## config.mk

```make
export PLATFORM = sky130hd
export DESIGN_NAME = strap_sample_status_pins
export DESIGN_NICKNAME = d
export VERILOG_FILES = /design/src/strap_pkg.sv /design/src/strap_sample_status_pins.sv /design/src/strap_latch.sv
export VERILOG_INCLUDE_DIRS = /design/src
export SDC_FILE = /design/constraint.sdc
export NUM_CORES = 1
export LEC_CHECK = 0
export BUFFER_PORTS_ARGS = -buffer_cell sky130_fd_sc_hd__clkbuf_2
export CORE_ASPECT_RATIO = 0.5
export CORE_MARGIN = 4
export CORE_UTILIZATION = 35
export CTS_BUF_LIST = sky130_fd_sc_hd__clkbuf_8
export DETAILED_ROUTE_END_ITERATION = 12
export HOLD_SLACK_MARGIN = 0.15
export PLACE_DENSITY = 0.73
export SYNTH_ARGS = -nofsm -noshare
export SYNTH_HDL_FRONTEND = slang
export SYNTH_SLANG_ARGS = --single-unit
```

## constraint.sdc

```tcl
create_clock -name sys_clk_i -period 2.2 [get_ports sys_clk_i]
set_input_delay 0.11 -clock sys_clk_i [delete_from_list [all_inputs] [get_ports sys_clk_i]]
set_output_delay 0.11 -clock sys_clk_i [all_outputs]
set_load 0.02 [all_outputs]
```

## src/strap_params.svh

```systemverilog
// constants for the strap capture and status pin block
`ifndef STRAP_PARAMS_SVH
`define STRAP_PARAMS_SVH

// apb register byte offsets
`define STRAP_REG_STATUS  12'h000
`define STRAP_REG_FEATURE 12'h004
`define STRAP_REG_STATE   12'h008

// status register fields (captured straps, decoded smbus address bit and done flag, read only)
`define ST_GANG_BIT      0
`define ST_SMBUS_ADDR_BIT2_STRAP_BIT     1
`define ST_AUTODIS_BIT   2
`define ST_BUSMODE_BIT   3
`define ST_PWRDIS_BIT    4
`define ST_DONE_BIT      5

// feature register fields
`define FT_HSUP_EN_BIT   0
`define FT_HSSUS_EN_BIT  1
`define FT_RESET_VAL     2'h0

// state register fields (live derived state, read only)
`define SS_INDIV_BIT     0
`define SS_GANGED_BIT    1
`define SS_SMBADDR_BIT   2
`define SS_AUTO_BIT      3
`define SS_CDP1_BIT      4
`define SS_PWRSW_BIT     5

// decoded configuration vector fields
`define CFG_W            8
`define CFG_INDIV_BIT    0
`define CFG_GANGED_BIT   1
`define CFG_SMBUS_BIT    2
`define CFG_SMBUS_ADDR_BIT2_STRAP_BIT    3
`define CFG_PWRSW_BIT    4
`define CFG_AUTODIS_BIT  5
`define CFG_AUTO_BIT     6
`define CFG_CDP1_BIT     7
`define CFG_RESET_VAL    8'h80

// output enable level that leaves a shared pin undriven
`define PIN_RELEASE_VAL  1'b1

`define APB_ADDR_W       12
`endif

```

## src/strap_pkg.sv

```systemverilog
// types for the strap capture and status pin block
package strap_pkg;
  typedef struct packed {
    logic gang_sel;
    logic auto_dis_n;
    logic bus_mode;
    logic pwr_sw_dis;
  } strap_s;

  typedef enum logic [1:0] {
    ST_RESET   = 2'b00,
    ST_CAPTURE = 2'b01,
    ST_RUN     = 2'b10
  } phase_e;
endpackage

```

## src/strap_sample_status_pins.sv

```systemverilog
// strap sampling at reset release and status indication on shared pins
//
// The APB slave port and the address map were chosen for this implementation.
`timescale 1ns/1ns
`include "strap_params.svh"
module strap_sample_status_pins (
  input  wire logic                     sys_clk_i,
  input  wire logic                     resetn_i,
  // apb slave
  input  wire logic                     psel_i,
  input  wire logic                     penable_i,
  input  wire logic                     pwrite_i,
  input  wire logic [`APB_ADDR_W-1:0]   paddr_i,
  input  wire logic [31:0]              pwdata_i,
  output logic [31:0]                   prdata_o,
  output logic                          pready_o,
  output logic                          pslverr_o,
  // shared pin: gang select / hs connected
  input  wire logic                     gang_pin_i,
  output logic                          gang_pin_o,
  output logic                          gang_pin_oe_n_o,
  // shared pin: auto charge disable / hs suspended
  input  wire logic                     auto_pin_i,
  output logic                          auto_pin_o,
  output logic                          auto_pin_oe_n_o,
  // plain strap inputs and reserved test input
  input  wire logic                     bus_mode_strap_i,
  input  wire logic                     power_switch_disable_strap_i,
  input  wire logic                     test_i,
  // live upstream state from the hub core
  input  wire logic                     hs_connected_i,
  input  wire logic                     hs_suspended_i,
  // decoded configuration toward the hub core
  output logic                          ganged_power_o,
  output logic                          individual_power_o,
  output logic                          smbus_mode_o,
  output logic                          smbus_addr_bit2_strap_o,
  output logic                          power_switch_en_o,
  output logic                          auto_charge_disable_bit_o,
  output logic                          auto_charge_mode_o,
  output logic                          cdp_port1_allow_o
);
  // ------------------------------------------------------------
  // reset phase sequencing
  // ------------------------------------------------------------
  strap_pkg::phase_e phase_reg;
  strap_pkg::phase_e phase_next;
  strap_pkg::strap_s pins;
  strap_pkg::strap_s straps;
  logic              load;
  logic              done;

  always_comb begin
    phase_next = phase_reg;
    case (phase_reg)
      strap_pkg::ST_RESET:   phase_next = strap_pkg::ST_CAPTURE;
      strap_pkg::ST_CAPTURE: phase_next = strap_pkg::ST_RUN;
      strap_pkg::ST_RUN:     phase_next = strap_pkg::ST_RUN;
      default:               phase_next = strap_pkg::ST_RESET;
    endcase
  end

  always_ff @(posedge sys_clk_i or negedge resetn_i) begin
    if (!resetn_i) begin
      phase_reg <= strap_pkg::ST_RESET;
    end else begin
      phase_reg <= phase_next;
    end
  end

  // ------------------------------------------------------------
  // capture strobe
  // ------------------------------------------------------------
  // first edge after release samples the pins while still undriven
  assign load = (phase_reg == strap_pkg::ST_RESET);
  assign done = (phase_reg == strap_pkg::ST_RUN);

  // ------------------------------------------------------------
  // strap pin capture
  // ------------------------------------------------------------
  assign pins.gang_sel   = gang_pin_i;
  assign pins.auto_dis_n = auto_pin_i;
  assign pins.bus_mode   = bus_mode_strap_i;
  assign pins.pwr_sw_dis = power_switch_disable_strap_i;

  // ------------------------------------------------------------
  // strap holding register
  // ------------------------------------------------------------
  strap_latch u_latch (
    .sys_clk_i (sys_clk_i),
    .resetn_i  (resetn_i),
    .load_i    (load),
    .pins_i    (pins),
    .value_o   (straps)
  );

  // ------------------------------------------------------------
  // decoded configuration
  // ------------------------------------------------------------
  function automatic logic [`CFG_W-1:0] decode_cfg(input strap_pkg::strap_s s,
                                                   input logic              run);
    logic [`CFG_W-1:0] c;
    logic              sw_en;
    logic              smb;
    logic              auto_on;
    sw_en                = ~s.pwr_sw_dis & run;
    smb                  = ~s.bus_mode & run;
    auto_on              = ~s.auto_dis_n & run;
    c                    = '0;
    c[`CFG_PWRSW_BIT]    = sw_en;
    c[`CFG_GANGED_BIT]   = sw_en & s.gang_sel;
    c[`CFG_INDIV_BIT]    = sw_en & ~s.gang_sel;
    c[`CFG_SMBUS_BIT]    = smb;
    c[`CFG_SMBUS_ADDR_BIT2_STRAP_BIT]    = smb & s.gang_sel;
    c[`CFG_AUTO_BIT]     = auto_on;
    c[`CFG_CDP1_BIT]     = ~auto_on;
    c[`CFG_AUTODIS_BIT]  = s.auto_dis_n;
    return c;
  endfunction

  strap_pkg::strap_s  straps_next;
  logic [`CFG_W-1:0]  cfg_now;
  logic [`CFG_W-1:0]  cfg_next;
  logic [`CFG_W-1:0]  cfg_reg;
  wire logic          done_next = (phase_next == strap_pkg::ST_RUN);

  assign straps_next = load ? pins : straps;
  assign cfg_now     = decode_cfg(straps, done);
  assign cfg_next    = decode_cfg(straps_next, done_next);

  wire logic pwr_sw_en    = cfg_now[`CFG_PWRSW_BIT];
  wire logic ganged       = cfg_now[`CFG_GANGED_BIT];
  wire logic individual   = cfg_now[`CFG_INDIV_BIT];
  wire logic smbus_mode   = cfg_now[`CFG_SMBUS_BIT];
  wire logic smbus_addr_bit2_strap        = cfg_now[`CFG_SMBUS_ADDR_BIT2_STRAP_BIT];
  wire logic auto_mode    = cfg_now[`CFG_AUTO_BIT];
  wire logic cdp1_allow   = cfg_now[`CFG_CDP1_BIT];
  wire logic auto_dis_bit = cfg_now[`CFG_AUTODIS_BIT];

  // ------------------------------------------------------------
  // registered configuration outputs
  // ------------------------------------------------------------
  always_ff @(posedge sys_clk_i or negedge resetn_i) begin
    if (!resetn_i) begin
      cfg_reg <= `CFG_RESET_VAL;
    end else begin
      cfg_reg <= cfg_next;
    end
  end

  assign power_switch_en_o         = cfg_reg[`CFG_PWRSW_BIT];
  assign ganged_power_o            = cfg_reg[`CFG_GANGED_BIT];
  assign individual_power_o        = cfg_reg[`CFG_INDIV_BIT];
  assign smbus_mode_o              = cfg_reg[`CFG_SMBUS_BIT];
  assign smbus_addr_bit2_strap_o   = cfg_reg[`CFG_SMBUS_ADDR_BIT2_STRAP_BIT];
  assign auto_charge_mode_o        = cfg_reg[`CFG_AUTO_BIT];
  assign cdp_port1_allow_o         = cfg_reg[`CFG_CDP1_BIT];
  assign auto_charge_disable_bit_o = cfg_reg[`CFG_AUTODIS_BIT];

  // ------------------------------------------------------------
  // status pin drive
  // ------------------------------------------------------------
  logic [1:0] feature_reg;
  logic [1:0] feature_next;
  logic       hs_upstream_connected_reg;
  logic       hs_sus_reg;
  logic       gang_oe_n_reg;
  logic       auto_oe_n_reg;

  // enables from flops, computed from next-edge values: no decode glitch on the pins
  wire logic hsup_en  = feature_next[`FT_HSUP_EN_BIT] & done_next;
  wire logic hssus_en = feature_next[`FT_HSSUS_EN_BIT] & done_next;

  // ------------------------------------------------------------
  // live upstream state
  // ------------------------------------------------------------
  always_ff @(posedge sys_clk_i or negedge resetn_i) begin
    if (!resetn_i) begin
      hs_upstream_connected_reg  <= 1'b0;
      hs_sus_reg <= 1'b0;
    end else begin
      hs_upstream_connected_reg  <= hs_connected_i;
      hs_sus_reg <= hs_suspended_i;
    end
  end

  // ------------------------------------------------------------
  // pin enables
  // ------------------------------------------------------------
  always_ff @(posedge sys_clk_i or negedge resetn_i) begin
    if (!resetn_i) begin
      gang_oe_n_reg <= `PIN_RELEASE_VAL;
      auto_oe_n_reg <= `PIN_RELEASE_VAL;
    end else begin
      gang_oe_n_reg <= ~hsup_en;
      auto_oe_n_reg <= ~hssus_en;
    end
  end

  assign gang_pin_o      = hs_upstream_connected_reg;
  assign gang_pin_oe_n_o = gang_oe_n_reg;
  assign auto_pin_o      = hs_sus_reg;
  assign auto_pin_oe_n_o = auto_oe_n_reg;

  // ------------------------------------------------------------
  // apb slave
  // ------------------------------------------------------------
  function automatic logic reg_hit(input logic [`APB_ADDR_W-1:0] addr,
                                   input logic [`APB_ADDR_W-1:0] offs);
    return (addr == offs);
  endfunction

  wire logic acc      = psel_i & penable_i;
  wire logic hit_stat = reg_hit(paddr_i, `STRAP_REG_STATUS);
  wire logic hit_feat = reg_hit(paddr_i, `STRAP_REG_FEATURE);
  wire logic hit_st   = reg_hit(paddr_i, `STRAP_REG_STATE);
  wire logic hit_any  = hit_stat | hit_feat | hit_st;
  wire logic wr_feat  = acc & pwrite_i & hit_feat;

  // ------------------------------------------------------------
  // read word packing
  // ------------------------------------------------------------
  logic [31:0] stat_word;
  logic [31:0] state_word;
  logic [31:0] rd_mux;
  logic [31:0] prdata_reg;

  always_comb begin
    stat_word = 32'h0;
    stat_word[`ST_GANG_BIT]    = straps.gang_sel;
    stat_word[`ST_SMBUS_ADDR_BIT2_STRAP_BIT]   = smbus_addr_bit2_strap;
    stat_word[`ST_AUTODIS_BIT] = auto_dis_bit;
    stat_word[`ST_BUSMODE_BIT] = straps.bus_mode;
    stat_word[`ST_PWRDIS_BIT]  = straps.pwr_sw_dis;
    stat_word[`ST_DONE_BIT]    = done;
    state_word = 32'h0;
    state_word[`SS_INDIV_BIT]   = individual;
    state_word[`SS_GANGED_BIT]  = ganged;
    state_word[`SS_SMBADDR_BIT] = smbus_mode;
    state_word[`SS_AUTO_BIT]    = auto_mode;
    state_word[`SS_CDP1_BIT]    = cdp1_allow;
    state_word[`SS_PWRSW_BIT]   = pwr_sw_en;
  end

  // ------------------------------------------------------------
  // read selection
  // ------------------------------------------------------------
  always_comb begin
    if (hit_stat) begin
      rd_mux = stat_word;
    end else if (hit_feat) begin
      rd_mux = {30'h0, feature_reg};
    end else if (hit_st) begin
      rd_mux = state_word;
    end else begin
      rd_mux = 32'h0;
    end
  end

  // ------------------------------------------------------------
  // feature register
  // ------------------------------------------------------------
  assign feature_next = wr_feat ? pwdata_i[1:0] : feature_reg;

  always_ff @(posedge sys_clk_i or negedge resetn_i) begin
    if (!resetn_i) begin
      feature_reg <= `FT_RESET_VAL;
    end else begin
      feature_reg <= feature_next;
    end
  end

  // ------------------------------------------------------------
  // read data register
  // ------------------------------------------------------------
  always_ff @(posedge sys_clk_i or negedge resetn_i) begin
    if (!resetn_i) begin
      prdata_reg <= 32'h0;
    end else if (psel_i & ~penable_i & ~pwrite_i) begin
      prdata_reg <= rd_mux;
    end
  end

  // ------------------------------------------------------------
  // reserved input and bus response
  // ------------------------------------------------------------
  // test_i is reserved and deliberately ignored
  wire logic unused_test = test_i;

  assign prdata_o  = prdata_reg;
  assign pready_o  = 1'b1;
  assign pslverr_o = acc & ~hit_any;
endmodule

```

## src/strap_latch.sv

```systemverilog
// holding register for the captured strap levels
`timescale 1ns/1ns
module strap_latch (
  input  wire logic             sys_clk_i,
  input  wire logic             resetn_i,
  input  wire logic             load_i,
  input  wire strap_pkg::strap_s pins_i,
  output strap_pkg::strap_s     value_o
);
  strap_pkg::strap_s value_reg;
  // ------------------------------------------------------------
  // capture once, then hold until next reset
  // ------------------------------------------------------------
  always_ff @(posedge sys_clk_i or negedge resetn_i) begin
    if (!resetn_i) begin
      value_reg <= '0;
    end else if (load_i) begin
      value_reg <= pins_i;
    end
  end
  assign value_o = value_reg;
endmodule

```

==> flow_summary.json, run 1 <==
{
  "die-area_mm2": 0.00472,
  "finalNetCount": 231,
  "criticalPathCategory": "input pin to output port",
  "htreeDepth": 1,
  "cts_resized": 0,
  "clockPowerShare": 0.305,
  "switching_share": 0.274,
  "yosysUniqueCellTypes": 29,
  "cts_root_buf": "clkbuf_8",
  "met3_usage": 0.0269,
  "fmax_ghz": 0.544,
  "via_per_inst": 4.14,
  "cp_max_fo": 5,
  "drc_errors": 0,
  "fin_area_mm2": 0.00157,
  "drtAntennaViolNets": 0,
  "start_kind": "input pin",
  "drtPass1Iterations": 4,
  "grt_util_met1": 0.110,
  "num_vias": 918,
  "synthAdderAreaFrac": 0.0295,
  "die_y_um": 50.6,
  "worst_setup_path_end_kind": "output port",
  "largest_reg_flops": 8,
  "switching_power_uw": 244,
  "seq_area_frac_synth": 0.495,
  "syn_inst": 119,
  "ys_ff_latch": 25,
  "power_frac_comb": 0.157,
  "synth_edf_count": 0,
  "synth_compound_area_frac": 0.0836,
  "worstMarginPinSlew_ns": 0.600,
  "fill_cells": 321,
  "busiest_layer": "met2",
  "grt_max_degree": 26,
  "fp.dieW_um": 93.3,
  "met2_usage": 0.208,
  "area_delta_synth_final_pct": 23.7,
  "cts.path.max_buffers": 2,
  "synthMuxAreaShare": 0.0590,
  "cts_setup_buffers": 0,
  "finalSetupViolCount": 0,
  "rsz0062_at_grt": "false",
  "period_share": 0.835,
  "power.density_mw_per_mm2": 565,
  "antenna_cells": 0,
  "multi_input_area_um2": 493,
  "async_flop_share": 1.00,
  "period_needed_ns": 1.84,
  "portBuffers": 43,
  "grt_pass1_wl_um": 3930,
  "cts_made_buffers": 3,
  "path_cells": "clkbuf_2 -> or4_4 -> or4_4 -> a21o_1 -> and3_1 -> clkbuf_2",
  "maxSlewHeadroom": 0.600,
  "initial_core_util": 0.366,
  "hp-class": "input pin to register",
  "rows": 15,
  "clock_sinks": 25,
  "grt_remaining_overflow": 0,
  "regArea_um2": 629,
  "final_hold_viol_count": 0,
  "outcome": "completed",
  "fin_skew_ns": 0.00340,
  "clk_pin_slew_worst_paths_ns": 0.08,
  "internal-power_uw": 645,
  "dp_hpwl_um": 1850,
  "irDropWorstVdd_uv": 219,
  "ios": 102,
  "crit_arrival_ns": 1.73,
  "ys_warn_count": 0,
  "finalPower_uw": 889,
  "drive_above_1_share": 0.351,
  "synth-xor-area-share": 0,
  "ys.flop_type": "dfrtp_1",
  "cts_tree": "built",
  "antenna_found_initial": 0,
  "clk_latency_ns": 0.27,
  "grt_pass1_vias": 904,
  "hold_buffers": 9,
  "syn_avg_cell_area_um2": 10.7,
  "wire_per_inst_um": 10.6,
  "slew_violations": 0,
  "critPathBufInv": 2,
  "crit_family": "simple AND/OR/NAND/NOR gates",
  "gp_congestion": 0.832,
  "required_ns": 2.09,
  "core-area_mm2": 0.00347,
  "pwr-share-seq": 0.538,
  "grt_usage": 0.105,
  "synthSimpleGateAreaFrac": 0.136,
  "drt-total-wl_um": 2350,
  "synth_top_family_by_area": "buffers and inverters",
  "dpl_cell_area_mm2": 0.00144,
  "synth_area_mm2": 0.00127,
  "leakagePower_nw": 0.827,
  "maxCapViolations": 0,
  "slowest_stage": "or4_4",
  "cp_slowest_stage_delay_ns": 0.53,
  "fin_setup_tns_ns": 0,
  "dr.first_iter.drc_count": 22
}
==> area by class of cell <==
cell class                      count  area share
Clock buffer                        3      0.0262
Clock inverter                      1     0.00477
Inverter                            9      0.0215
Multi-Input combinational cell     81       0.313
Sequential cell                    25       0.400
Tap cell                           51      0.0405
Timing Repair Buffer               52       0.194
==> worst paths after layout <==
| kind | to | depth (start not counted) | from | slack [ns] |
|---|---|---|---|---|
| setup / recovery | pslverr_o | 6 | paddr_i[11] | 0.36 |
| hold / removal | prdata_o[5]$_DFFE_PN0P_ | 3 | paddr_i[0] | 0.17 |
| setup reg to reg | cfg_reg[3]$_DFF_PN0_ | 4 | phase_reg[0]$_DFF_PN0_ | 0.77 |
| hold reg to reg | prdata_o[1]$_DFFE_PN0P_ | 1 | prdata_o[1]$_DFFE_PN0P_ | 0.48 |
| max in group asynchronous | phase_reg[0]$_DFF_PN0_ | 2 | resetn_i | 1.44 |
| min in group asynchronous | cfg_reg[2]$_DFF_PN0_ | 2 | resetn_i | 0.37 |
==> logic make-up after synthesis <==
logic type      after synthesis
compound gates               13
fa+ha+maj                     3
buf+inv                      38
flops                        25
mux                           7
other cells                   2
simple gates                 31
==> routing by layer <==
layer	vias up	wire length, um
met2	35	1250
met3	4	172
met1	432	901
met4	0	27
li1	447	-
met5	-	0
==> layout by cell type, fill, tap and decap left out, types with 2 or more instances in the layout <==
master         synthesis  layout
conb_1                 2      27
mux2_2                 4       4
a21oi_1                2       2
mux2i_1                3       3
a21o_1                 2       2
dfrtp_1               22      22
dfstp_2                3       3
o31ai_2                3       3
o31ai_1                2       2
clkbuf_8               0       3
nor2_1                 3       3
or4_4                  2       2
nor2b_1                2       2
ha_1                   3       3
and3_1                 3       3
nand2_1               13      13
inv_1                  9       9
clkbuf_2               0      43
dlygate4sd3_1          0       9
nor4_1                 2       2
==> worst reg2reg max path: cells and delay by family (launching register included) <==
family	cells	cell delay, ns
adders and majority gates	1	0.29
buffers and inverters	1	0.10
DFF	1	0.36
muxes	1	0.40
and+or+nand+nor	1	0.18
==> Yosys cell counts (2+ instances only) <==
cell / instances / area, um^2
and3_1: 3 / 18.8
nor4_1: 2 / 12.5
nand2_1: 13 / 48.8
o31ai_1: 2 / 15.0
ha_1: 3 / 37.5
inv_1: 9 / 33.8
buf_4: 27 / 203
o31ai_2: 3 / 37.5
a21o_1: 2 / 15.0
mux2i_1: 3 / 30.0
conb_1: 2 / 7.51
clkbuf_1: 2 / 7.51
a21oi_1: 2 / 10.0
mux2_2: 4 / 45.0
dfstp_2: 3 / 78.8
nor2_1: 3 / 11.3
dfrtp_1: 22 / 551
or4_4: 2 / 22.5
nor2b_1: 2 / 12.5
==> through the flow <==
step                      utilization  hold WS [ns]  std cells  setup WS (ns)
after floorplan                     -        -0.186        144          0.520
after global placement          0.413         0.132        209          0.367
after detailed placement        0.413         0.147        209          0.362
after CTS                       0.453         0.166        222          0.360
after global routing            0.453         0.191        222          0.319
final                           0.453         0.172        222          0.362
==> power by group through the flow <==
stage	registers [mW]	logic (mW)	clock network, mW
floorplan	0.499	0.105	0
global placement	0.487	0.124	0
detailed placement	0.488	0.127	0
CTS	0.479	0.140	0.282
global route	0.480	0.155	0.299
finish	0.479	0.140	0.271
Note: power is estimated with default switching activity, not from simulation.
==> run 2: changes to the inputs <==
--- a/config.mk
+++ b/config.mk
@@ -6,6 +6,7 @@
 export SDC_FILE = /design/constraint.sdc
 export NUM_CORES = 1
 export LEC_CHECK = 0
+export ABC_AREA = 1
 export BUFFER_PORTS_ARGS = -buffer_cell sky130_fd_sc_hd__clkbuf_2
 export CORE_ASPECT_RATIO = 0.5
 export CORE_MARGIN = 4
@@ -13,7 +14,7 @@
 export CTS_BUF_LIST = sky130_fd_sc_hd__clkbuf_8
 export DETAILED_ROUTE_END_ITERATION = 12
 export HOLD_SLACK_MARGIN = 0.15
-export PLACE_DENSITY = 0.73
+export PLACE_DENSITY = 0.71
 export SYNTH_ARGS = -nofsm -noshare
 export SYNTH_HDL_FRONTEND = slang
 export SYNTH_SLANG_ARGS = --single-unit
==> constraint.sdc (replaced) <==
create_clock -name sys_clk_i -period 1.72 [get_ports sys_clk_i]
set_input_delay 0.086 -clock sys_clk_i [delete_from_list [all_inputs] [get_ports sys_clk_i]]
set_output_delay 0.086 -clock sys_clk_i [all_outputs]
set_load 0.02 [all_outputs]
==> flow_summary.json, run 2 <==
{
  "outcome": "completed",
  "antenna_found_initial": 0,
  "worst_setup_path_end_kind": "register",
  "dp_hpwl_um": 2130,
  "clockPowerShare": 0.289,
  "die_y_um": 52.4,
  "initial_core_util": 0.384,
  "grt_remaining_overflow": 0,
  "htreeDepth": 1,
  "grt_usage": 0.104,
  "crit_family": "flip-flops",
  "final_common_cell": "clkbuf_2",
  "core-area_mm2": 0.00360,
  "fp.dieW_um": 96.9,
  "hp-class": "input pin to register",
  "ys_warn_count": 0,
  "syn_inst": 160,
  "irDropWorstVdd_uv": 276,
  "antenna_cells": 0,
  "yosysMostFrequentCell": "nand2_1",
  "drive_above_1_share": 0.302,
  "criticalPathCategory": "register to register",
  "ys_ff_latch": 25,
  "cts_tree": "built",
  "synth.top_cell.area_share": 0.398,
  "die-area_mm2": 0.00508,
  "switching_share": 0.270,
  "synth_area_mm2": 0.00138,
  "layout_common_cells": "43 x clkbuf_2, 35 x nand2_1, 27 x conb_1",
  "cts_root_buf": "clkbuf_8",
  "cp_max_fo": 8,
  "rows": 15,
  "required_ns": 1.91,
  "fin_skew_ns": 0.00236,
  "gp_congestion": 0.824,
  "path_cells": "inv_1 -> ha_1 -> o21ai_1 -> nor2_1 -> inv_2 -> nor2_1",
  "clk_pin_slew_worst_paths_ns": 0.08,
  "via_per_inst": 4.09,
  "internal-power_uw": 816,
  "pwr-share-seq": 0.546,
  "ios": 102,
  "wire_per_inst_um": 10.0,
  "fmax_ghz": 0.779,
  "rsz0062_at_grt": "false",
  "synth_area_leaders": "dfrtp_1 40%, buf_4 15%, nand2_1 9.5%",
  "worstMarginPinSlew_ns": 0.583,
  "final_hold_viol_count": 0,
  "power.density_mw_per_mm2": 670,
  "cts.path.max_buffers": 2,
  "drtPass1Iterations": 4,
  "synth_common_cells": "35 x nand2_1, 28 x buf_4, 22 x dfrtp_1, 15 x nor2_1",
  "finalNetCount": 272,
  "grt_max_degree": 26,
  "crit_arrival_ns": 1.48,
  "yosysUniqueCellTypes": 20,
  "power_frac_comb": 0.165,
  "drt-total-wl_um": 2630,
  "start_kind": "register",
  "slew_violations": 0,
  "yosys.area.top_type": "dfrtp_1",
  "num_vias": 1076,
  "drc_errors": 0,
  "synth_edf_count": 0,
  "cpMostUsedCell": "nor2_1",
  "switching_power_uw": 302,
  "maxSlewHeadroom": 0.611,
  "ys.flop_type": "dfrtp_1",
  "grt_pass1_wl_um": 4290,
  "fill_cells": 359,
  "maxCapViolations": 0,
  "async_flop_share": 1.00,
  "cts_made_buffers": 3,
  "whs_ns": 0.208,
  "portBuffers": 43,
  "fin_setup_tns_ns": 0,
  "period_share": 0.746,
  "area_delta_synth_final_pct": 20.8,
  "critPathBufInv": 2,
  "clock_sinks": 25,
  "finalSetupViolCount": 0,
  "drtAntennaViolNets": 0,
  "cp_slowest_stage_delay_ns": 0.37,
  "leakagePower_nw": 0.935,
  "slowest_stage": "dfrtp_1",
  "dr.first_iter.drc_count": 34,
  "period_needed_ns": 1.28,
  "largest_reg_flops": 8,
  "cts_setup_buffers": 0,
  "grt_pass1_vias": 1029,
  "finalPower_mw": 1.12,
  "clk_latency_ns": 0.26,
  "syn_avg_cell_area_um2": 8.64,
  "seq_area_frac_synth": 0.455
}
[run 2: changes by cell type after synthesis, sizes merged, moves of 3 or more]
cell	change
mux2	-4
nand2	+24
mux2i	-3
or4	-3
inv	+8
nor2	+18
o21ai	+9
o31ai	-5
nand3	+15
and3	-3
[run 2: routing by layer]
layer	track usage	vias up	share of wire
met5	0	-	0
met4	0.0396	0	0.012
met3	0.0212	4	0.072
met2	0.211	42	0.51
met1	0.108	489	0.40
li1	-	541	-
[run 2: power groups by stage]
stage	Sequential (mW)	Combinational (mW)	Clock, mW
floorplan	0.637	0.139	0
global route	0.613	0.203	0.373
detailed placement	0.622	0.171	0
finish	0.611	0.185	0.323
CTS	0.611	0.186	0.333
global placement	0.622	0.168	0
[run 2: layout make-up]
type                    count  area [um^2]  area share
well taps                  51         63.8      0.0382
clock inverters             1         3.75     0.00225
repair buffers             51          295       0.177
clock buffers               3         41.3      0.0247
inverters                  17         63.8      0.0382
multi-input cells         115          573       0.343
flip-flops and latches     25          629       0.377
[run 2: path summary, 6_finish.rpt]
path                                              start  depth (start not counted)  slack, ns                           end
max in group asynchronous                      resetn_i                          2       0.97  u_latch.value_o[0]$_DFF_PN0_
worst min-delay path                         gang_pin_i                          5       0.21          cfg_reg[3]$_DFF_PN0_
worst max register to register   phase_reg[0]$_DFF_PN0_                          6       0.44          cfg_reg[1]$_DFF_PN0_
worst max-delay path             phase_reg[0]$_DFF_PN0_                          6       0.44          cfg_reg[1]$_DFF_PN0_
worst min register to register  prdata_o[2]$_DFFE_PN0P_                          2       0.49       prdata_o[2]$_DFFE_PN0P_
min in group asynchronous                      resetn_i                          2       0.37       prdata_o[4]$_DFFE_PN0P_
[run 2: cells by family (layout without fill, tap and decap cells)]
family / count (synthesis) / in the layout / share of synthesized area
and+or+nand+nor: 76 / 76 / 0.276
buffers and inverters: 45 / 72 / 0.198
DFF: 25 / 25 / 0.455
AOI/OAI and AO/OA: 9 / 9 / 0.0380
adders and majority gates: 3 / 3 / 0.0272
other: 2 / 27 / 0.00543
[run 2: timing repair]
action                                 CTS  global route
endpoints found under the hold margin   32             0
hold buffers                             8             0
resized for setup                        0             0
[run 2: through the flow]
stage / utilization / instances / setup slack, ns / instance area [um^2]
global route: 0.464 / 263 / 0.331 / 1670
detailed placement: 0.429 / 251 / 0.456 / 1550
floorplan: - / 185 / 0.612 / 1480
CTS: 0.464 / 263 / 0.436 / 1670
global placement: 0.429 / 251 / 0.477 / 1550
finish: 0.464 / 263 / 0.436 / 1670
[run 2: worst reg2reg max path: cells and delay by family (launching register included)]
kind / cells / cell delay [ns]
flip-flops: 1 / 0.37
buffers and inverters: 2 / 0.16
adder cells (fa/ha/maj): 1 / 0.29
AND/OR/NAND/NOR: 2 / 0.27
AO/OA/AOI/OAI: 1 / 0.14
